### config.mk
export PLATFORM = sky130hd
export DESIGN_NAME = thermal_sensor_cap_config_regs
export DESIGN_NICKNAME = d
export VERILOG_FILES = /design/src/reset_sync.v /design/src/event_output.v /design/src/thermal_sensor_cap_config_regs.v
export VERILOG_INCLUDE_DIRS = /design/src
export SDC_FILE = /design/constraint.sdc
export NUM_CORES = 1
export LEC_CHECK = 0
export ABC_AREA = 1
export BUFFER_PORTS_ARGS = -buffer_cell sky130_fd_sc_hd__buf_2
export CAP_MARGIN = 20
export CORE_ASPECT_RATIO = 1.75
export CORE_UTILIZATION = 41
export DETAILED_ROUTE_END_ITERATION = 10
export PLACE_DENSITY = 0.74
export SYNTH_ARGS = -nofsm -noshare
export SYNTH_HDL_FRONTEND = slang
export SYNTH_SLANG_ARGS = --single-unit
### constraint.sdc
create_clock -name clk -period 0.8 [get_ports clk]
set_input_delay 0.16 -clock clk [delete_from_list [all_inputs] [get_ports clk]]
set_output_delay 0.16 -clock clk [all_outputs]
set_load 0.02 [all_outputs]
### src/thermal_regs_defs.vh
/*
 * register offsets, field positions and reset values of the feature report
 * and sensor settings registers.
 * assumes inclusion by bare name from the design files.
 */
`ifndef THERMAL_REGS_DEFS_VH
`define THERMAL_REGS_DEFS_VH

// ----------------------------------------
// pointer offsets
// ----------------------------------------
`define PTR_FEATURE_REPORT   4'h0
`define PTR_SENSOR_SETTINGS  4'h1

// ----------------------------------------
// feature report fields
// ----------------------------------------
`define FR_TRIPS_BIT         0
`define FR_PRECISION_BIT     1
`define FR_WIDE_RANGE_BIT    2
`define FR_RES_LO_BIT        3
`define FR_RES_HI_BIT        4
`define FR_TRIPS_VAL         1'h1
`define FR_PRECISION_VAL     1'h0
`define FR_WIDE_RANGE_VAL    1'h1
`define FR_RES_SIXTEENTH     2'h3
`define FR_RES_QUARTER       2'h1

// ----------------------------------------
// sensor settings fields
// ----------------------------------------
`define SS_MODE_BIT          0
`define SS_POL_BIT           1
`define SS_CRIT_ONLY_BIT     2
`define SS_OUT_EN_BIT        3
`define SS_STATUS_BIT        4
`define SS_CLEAR_BIT         5
`define SS_ALARM_LOCK_BIT    6
`define SS_CRIT_LOCK_BIT     7
`define SS_SHUTDOWN_BIT      8
`define SS_HYST_LO_BIT       9
`define SS_HYST_HI_BIT       10
`define SS_RESET_VAL         16'h0000

// ----------------------------------------
// hysteresis codes
// ----------------------------------------
`define HYST_OFF             2'h0
`define HYST_1P5             2'h1
`define HYST_3               2'h2
`define HYST_6               2'h3

`endif

### src/reset_sync.v
/*
 * two flip-flop release synchroniser for the active low reset.
 * assumes reset_n may fall at any time; release is taken on clk.
 */
`timescale 1ns/1ns
`default_nettype none

module reset_sync (
   input  wire clk,
   input  wire reset_n,
   output wire syncReset_n
);

   reg stage1_ff;
   reg stage2_ff;

   // ----------------------------------------
   // release chain
   // ----------------------------------------
   always @(posedge clk or negedge reset_n) begin
      if (!reset_n) begin
         stage1_ff <= 1'b0;
         stage2_ff <= 1'b0;
      end else begin
         stage1_ff <= 1'b1;
         stage2_ff <= stage1_ff;
      end
   end

   assign syncReset_n = stage2_ff;

endmodule // reset_sync

`default_nettype wire

### src/event_output.v
/*
 * event pin logic: comparator or latched interrupt, polarity, enable.
 * assumes alarm and critical conditions are synchronous levels.
 */
`timescale 1ns/1ns
`default_nettype none

module event_output (
   input  wire clk,
   input  wire rst_n,
   input  wire alarmCond,
   input  wire critCond,
   input  wire intMode,
   input  wire activeHigh,
   input  wire critOnly,
   input  wire outEnable,
   input  wire shutdown,
   input  wire clearEvent,
   output wire eventActive,
   output reg  eventOut,
   output reg  eventOe
);

   reg  latched_ff;
   reg  nxt_latched;
   wire cause;

   // ----------------------------------------
   // event cause
   // ----------------------------------------
   // no new events while shut down; an interrupt latched before shutdown stays set
   assign cause = !shutdown && (critCond || (!critOnly && alarmCond));

   // ----------------------------------------
   // interrupt latch
   // ----------------------------------------
   always @* begin
      nxt_latched = latched_ff;
      if (!intMode)
         nxt_latched = 1'b0;
      else if (cause)
         nxt_latched = 1'b1;                  // set wins over clear
      else if (clearEvent && !critCond)
         nxt_latched = 1'b0;
   end

   always @(posedge clk or negedge rst_n) begin
      if (!rst_n)
         latched_ff <= 1'b0;
      else
         latched_ff <= nxt_latched;
   end

   // comparator follows cause, interrupt holds until cleared
   assign eventActive = outEnable && (intMode ? latched_ff : cause);

   // ----------------------------------------
   // pin drive
   // ----------------------------------------
   always @(posedge clk or negedge rst_n) begin
      if (!rst_n) begin
         eventOut <= 1'b1;
         eventOe  <= 1'b0;
      end else begin
         eventOut <= activeHigh ? eventActive : !eventActive;
         eventOe  <= outEnable;
      end
   end

endmodule // event_output

`default_nettype wire

### src/thermal_sensor_cap_config_regs.v
/*
 * feature report and sensor settings register pair behind the serial
 * front end's pointer-addressed register port, plus the event pin.
 * assumes the serial front end issues one-cycle read and write strobes
 * with the pointer and a whole 16-bit word, synchronous to clk.
 */
`timescale 1ns/1ns
`default_nettype none
`include "thermal_regs_defs.vh"

module thermal_sensor_cap_config_regs #(
   parameter PTR_W = 4
) (
   input  wire             clk,
   input  wire             reset_n,
   input  wire [PTR_W-1:0] regPtr,
   input  wire             regWrite,
   input  wire [15:0]      regWrData,
   input  wire             regRead,
   output reg  [15:0]      regRdData,
   output reg              regRdValid,
   output reg              regRdHit,
   input  wire             alarmCond,
   input  wire             critCond,
   output wire             eventOut,
   output wire             eventOe,
   output wire             alarmLock,
   output wire             critLock,
   output wire             shutdownMode,
   output wire [1:0]       hystSel
);

   wire        rst_n;
   wire        eventActive;
   wire [15:0] featureReport;
   wire [15:0] settingsView;
   wire        anyLock;
   wire        settingsWr;

   // settings flops
   reg         intMode_ff;
   reg         activeHigh_ff;
   reg         critOnly_ff;
   reg         outEnable_ff;
   reg         alarmLock_ff;
   reg         critLock_ff;
   reg         shutdown_ff;
   reg  [1:0]  hyst_ff;
   reg         clearEvent_ff;

   // next values
   reg         nxt_intMode;
   reg         nxt_activeHigh;
   reg         nxt_critOnly;
   reg         nxt_outEnable;
   reg         nxt_shutdown;
   reg         nxt_alarmLock;
   reg         nxt_critLock;
   reg  [1:0]  nxt_hyst;
   reg         nxt_clearEvent;
   reg  [15:0] nxt_rdData;
   reg         nxt_rdHit;

   localparam [15:0] SETTINGS_RST = `SS_RESET_VAL;

   // ----------------------------------------
   // pointer decode
   // ----------------------------------------
   function ptrIs;
      input [PTR_W-1:0] ptr;
      input [3:0]       target;
      reg   [PTR_W+3:0] wide;
      begin
         wide  = {4'h0, ptr};
         ptrIs = (wide == {{PTR_W{1'b0}}, target});
      end
   endfunction

   // ----------------------------------------
   // reset release
   // ----------------------------------------
   // assert at once, release two edges later
   reset_sync uResetSync (
      .clk         (clk),
      .reset_n     (reset_n),
      .syncReset_n (rst_n)
   );

   // ----------------------------------------
   // feature report, all constant
   // ----------------------------------------
   // constant word, nothing stored
   assign featureReport = {11'h000,
                           `FR_RES_SIXTEENTH,
                           `FR_WIDE_RANGE_VAL,
                           `FR_PRECISION_VAL,
                           `FR_TRIPS_VAL};

   // ----------------------------------------
   // lock summary
   // ----------------------------------------
   // either lock freezes the event controls
   assign anyLock = alarmLock_ff || critLock_ff;

   // ----------------------------------------
   // settings write decode
   // ----------------------------------------
   // feature report has no write path
   assign settingsWr = regWrite && ptrIs(regPtr, `PTR_SENSOR_SETTINGS);

   // event controls
   always @* begin
      nxt_intMode    = intMode_ff;
      nxt_activeHigh = activeHigh_ff;
      nxt_critOnly   = critOnly_ff;
      nxt_outEnable  = outEnable_ff;
      if (settingsWr && !anyLock) begin
         nxt_intMode    = regWrData[`SS_MODE_BIT];
         nxt_activeHigh = regWrData[`SS_POL_BIT];
         nxt_critOnly   = regWrData[`SS_CRIT_ONLY_BIT];
         nxt_outEnable  = regWrData[`SS_OUT_EN_BIT];
      end
   end

   // shutdown may always be cleared, set only while unlocked
   always @* begin
      nxt_shutdown = shutdown_ff;
      if (settingsWr && (!anyLock || !regWrData[`SS_SHUTDOWN_BIT]))
         nxt_shutdown = regWrData[`SS_SHUTDOWN_BIT];
   end

   // locks only ever set; reset alone clears them
   always @* begin
      nxt_alarmLock = alarmLock_ff;
      nxt_critLock  = critLock_ff;
      if (settingsWr && regWrData[`SS_ALARM_LOCK_BIT])
         nxt_alarmLock = 1'b1;
      if (settingsWr && regWrData[`SS_CRIT_LOCK_BIT])
         nxt_critLock = 1'b1;
   end

   // hysteresis always open; clear is a one-cycle pulse
   always @* begin
      nxt_hyst       = hyst_ff;
      nxt_clearEvent = settingsWr && regWrData[`SS_CLEAR_BIT];
      if (settingsWr)
         nxt_hyst = regWrData[`SS_HYST_HI_BIT:`SS_HYST_LO_BIT];
   end

   // ----------------------------------------
   // event control storage
   // ----------------------------------------
   // enable resets off: pin undriven after power-on
   always @(posedge clk or negedge rst_n) begin
      if (!rst_n) begin
         intMode_ff    <= SETTINGS_RST[`SS_MODE_BIT];
         activeHigh_ff <= SETTINGS_RST[`SS_POL_BIT];
         critOnly_ff   <= SETTINGS_RST[`SS_CRIT_ONLY_BIT];
         outEnable_ff  <= SETTINGS_RST[`SS_OUT_EN_BIT];
      end else begin
         intMode_ff    <= nxt_intMode;
         activeHigh_ff <= nxt_activeHigh;
         critOnly_ff   <= nxt_critOnly;
         outEnable_ff  <= nxt_outEnable;
      end
   end

   // ----------------------------------------
   // shutdown storage
   // ----------------------------------------
   // sensing runs after reset
   always @(posedge clk or negedge rst_n) begin
      if (!rst_n)
         shutdown_ff <= SETTINGS_RST[`SS_SHUTDOWN_BIT];
      else
         shutdown_ff <= nxt_shutdown;
   end

   // ----------------------------------------
   // lock storage
   // ----------------------------------------
   // only reset_n low clears a lock, at power-on or later
   always @(posedge clk or negedge rst_n) begin
      if (!rst_n) begin
         alarmLock_ff <= SETTINGS_RST[`SS_ALARM_LOCK_BIT];
         critLock_ff  <= SETTINGS_RST[`SS_CRIT_LOCK_BIT];
      end else begin
         alarmLock_ff <= nxt_alarmLock;
         critLock_ff  <= nxt_critLock;
      end
   end

   // ----------------------------------------
   // hysteresis and clear pulse storage
   // ----------------------------------------
   always @(posedge clk or negedge rst_n) begin
      if (!rst_n) begin
         hyst_ff       <= SETTINGS_RST[`SS_HYST_HI_BIT:`SS_HYST_LO_BIT];
         clearEvent_ff <= SETTINGS_RST[`SS_CLEAR_BIT];
      end else begin
         hyst_ff       <= nxt_hyst;
         clearEvent_ff <= nxt_clearEvent;
      end
   end

   // ----------------------------------------
   // event pin
   // ----------------------------------------
   // status bit follows the gated event, not the pin
   event_output uEvent (
      .clk         (clk),
      .rst_n       (rst_n),
      .alarmCond   (alarmCond),
      .critCond    (critCond),
      .intMode     (intMode_ff),
      .activeHigh  (activeHigh_ff),
      .critOnly    (critOnly_ff),
      .outEnable   (outEnable_ff),
      .shutdown    (shutdown_ff),
      .clearEvent  (clearEvent_ff),
      .eventActive (eventActive),
      .eventOut    (eventOut),
      .eventOe     (eventOe)
   );

   // ----------------------------------------
   // settings read view
   // ----------------------------------------
   assign settingsView = {5'h00,
                          hyst_ff,
                          shutdown_ff,
                          critLock_ff,
                          alarmLock_ff,
                          1'b0,
                          eventActive,
                          outEnable_ff,
                          critOnly_ff,
                          activeHigh_ff,
                          intMode_ff};

   // ----------------------------------------
   // read select
   // ----------------------------------------
   // pointers other than the pair read zero, hit low
   // a write in the same cycle is not yet visible
   always @* begin
      nxt_rdData = regRdData;
      nxt_rdHit  = 1'b0;
      if (regRead) begin
         if (ptrIs(regPtr, `PTR_FEATURE_REPORT)) begin
            nxt_rdData = featureReport;
            nxt_rdHit  = 1'b1;
         end else if (ptrIs(regPtr, `PTR_SENSOR_SETTINGS)) begin
            nxt_rdData = settingsView;
            nxt_rdHit  = 1'b1;
         end else begin
            nxt_rdData = 16'h0000;
         end
      end
   end

   // ----------------------------------------
   // read port
   // ----------------------------------------
   always @(posedge clk or negedge rst_n) begin
      if (!rst_n) begin
         regRdData  <= 16'h0000;
         regRdValid <= 1'b0;
         regRdHit   <= 1'b0;
      end else begin
         regRdData  <= nxt_rdData;
         regRdValid <= regRead;
         regRdHit   <= nxt_rdHit;
      end
   end

   // ----------------------------------------
   // settings exported to the sensor core
   // ----------------------------------------
   // locks also guard the trip limits outside
   assign alarmLock    = alarmLock_ff;
   assign critLock     = critLock_ff;
   assign shutdownMode = shutdown_ff;
   assign hystSel      = hyst_ff;

endmodule // thermal_sensor_cap_config_regs

`default_nettype wire

==> qor.txt <==
Status: complete, but fails checks
Violated checks: setup timing
Final hold violations: 0
WHS: 0.0791 ns
Sequential area share after synthesis: 60.4%
Synthesis-stage register bit count: 27
Avg Cell Area, Syn: 9.19 um2
Finished Cell Area: 1920 um2
Die ar.: 2960 um2
Unrepaired setup endpoints after global routing: yes
Multi-input gate area: 445 um2
Routed WL: 2.75 mm
Cell Pwr Density: 1430 nW/um2
Placed cell area: 1510 um2
Chip width: 41.5 um
First-pass GRT wire length: 4.28 mm
All-Layer GR Usage: 18.9%
Root Driver: clkbuf_8
Fillers: 179
I/O Pins: 51
CP Launch Type: register
Port Buf Inserts: 38
Largest net degree at the start of global routing: 26
Maximum root-to-sink buffer count: 2
Kind of end point of the critical path: primary output
Residual DRC: 0
Nets: 223
Worst-Skew Late Latency: 0.27 ns
Fin crit share: 139%
Worst min-delay path class: in -> reg
GPL Wtd Cong: 0.737
Floorplan row count: 24
GRT overflow: 0
Htree depth: 1
ANT cells: 0
Critical Path AT: 0.95 ns
Setup-failing EPs final: 30
Vias in the first global route: 1,029
Post-Syn Area: 1120 um2
DP Wirelength: 1.87 mm
Clock sink total: 27
P&R area growth vs syn: 71.1%
Max-cap violations: 0
Initial DRC Count: 25
Clk slew on worst S/H paths: 0.09 ns
Initial Utilization: 43.9%
Die Ht: 71.2 um
Setup CP Type: reg -> out
Worst VDD drop: 1.21 mV
Layout cell share with drive strength beyond 1: 57.1%
1st-pass router iterations: 4
ANT nets after route: 0
Vias per cell: 4.68
Setup WS post-layout: -0.310 ns
Worst Path Max Fanout: 2
Vias: 1,039
Leak: 0.993 nW
CTS tree: built
CP required: 0.64 ns
Tmin final: 1.11 ns
Achievable frequency: 901 MHz
Routed length per instance: 12.4 um
Number of library cell types mapped by synthesis: 19
Instance count of the mapped netlist: 122
Core area: 2550 um2
Initial antenna violation count: 0
Synth Warn #: 0
Slew Limit Fails: 0
Clk_skew: 0.00182 ns
Post-route setup TNS: -5.18 ns
Tot Pwr: 2.74 mW
TritonCTS Buffers: 3
Sequential cell area: 682 um2
path summary, 6_finish.rpt:
kind / end / slack (ns) / cells past startpoint / start
setup / recovery: critLock / -0.31 / 2 / critLock
hold / removal: alarmLock / 0.08 / 3 / regWrData[6]
setup reg to reg: activeHigh_ff / -0.22 / 5 / alarmLock
hold reg to reg: hystSel[0] / 0.21 / 1 / uResetSync.syncReset_n
max in group asynchronous: uEvent.eventOut / 0.37 / 1 / uResetSync.syncReset_n
min in group asynchronous: uResetSync.syncReset_n / 0.19 / 2 / reset_n
cells in the final DEF, fill, tap and decap left out, types with 4 or more instances in the layout:
cell type	n
buf_2	18
buf_6	32
dfrtp_1	22
buf_4	21
conb_1	7
dfrtp_2	4
nand2_1	29
inv_1	6
nand3_1	5
o21ai_1	5
nand2_2	7
routing by layer:
| metal | track usage (%) | wire [um] |
|---|---|---|
| met5 | 0 | 0 |
| met1 | 20.1 | 984 |
| met4 | 10.0 | 54 |
| met3 | 1.53 | 73 |
| met2 | 35.6 | 1640 |
logic make-up (layout without fill, tap and decap cells):
| family | count (synthesis) | count (layout) | synth area share, % |
|---|---|---|---|
| xor+xnor | 1 | 1 | 0.781 |
| compound gates | 12 | 12 | 5.58 |
| buf+inv | 21 | 90 | 9.82 |
| simple gates | 59 | 59 | 22.8 |
| flops | 27 | 27 | 60.4 |
| other cells | 2 | 7 | 0.670 |
report_power, final:
group	leakage, nW	switching [mW]	internal, mW	total, mW
registers	0.342	0.0378	1.42	1.46
logic	0.625	0.268	0.259	0.527
clock network	0.0255	0.409	0.349	0.758
flip-flops by register name, indices dropped and copies added (netlist names):
name	count
activeHigh_ff	1
alarmLock	1
clearEvent_ff	1
critLock	1
critOnly_ff	1
hystSel	2
intMode_ff	1
outEnable_ff	1
regRdData	10
regRdHit	1
regRdValid	1
shutdownMode	1
uEvent.eventOe	1
uEvent.eventOut	1
uEvent.latched_ff	1
uResetSync.stage1_ff	1
uResetSync.syncReset_n	1
cell type report:
type,instances,area share [%]
repair buffers,73,33.3
well taps,26,1.70
clock inverters,1,0.261
clock buffers,3,2.15
multi-input cells,79,23.2
inverters,13,3.85
flip-flops and latches,27,35.6
synth_stat cells, drive strengths merged:
cell   count  area share, %
nand2     39             14
dfrtp     26             58
inv       13            4.4
nand3      9            4.5
nor2       9            3.7
buf        8            5.5
o21ai      6            2.7
a21oi      5            2.2
conb       2           0.67
nor3       2           0.89
dfstp      1            2.3
o21a       1           0.67
xor2       1           0.78
per-stage QoR:
stage | setup WS (ns) | utilization, % | cells
after floorplan | -0.143 | - | 127
after global placement | -0.253 | 59.0 | 203
after detailed placement | -0.314 | 59.0 | 203
after CTS | -0.314 | 70.7 | 218
after global routing | -0.327 | 75.1 | 222
final | -0.310 | 75.1 | 222
critical path, stage by stage, from the launching register on:
cell     delay (ns)
dfrtp_2        0.44
buf_6          0.12
buf_6          0.12
repair_timing:
action / in CTS / in global routing
setup endpoints to repair: 30 / 37
hold buffers: 1 / 0
hold endpoints to repair: 2 / 0
buffers inserted: 10 / 7
gates resized for setup: 55 / 29
pin swaps: 6 / 14
No activity file was read; power rests on OpenSTA's default activity.
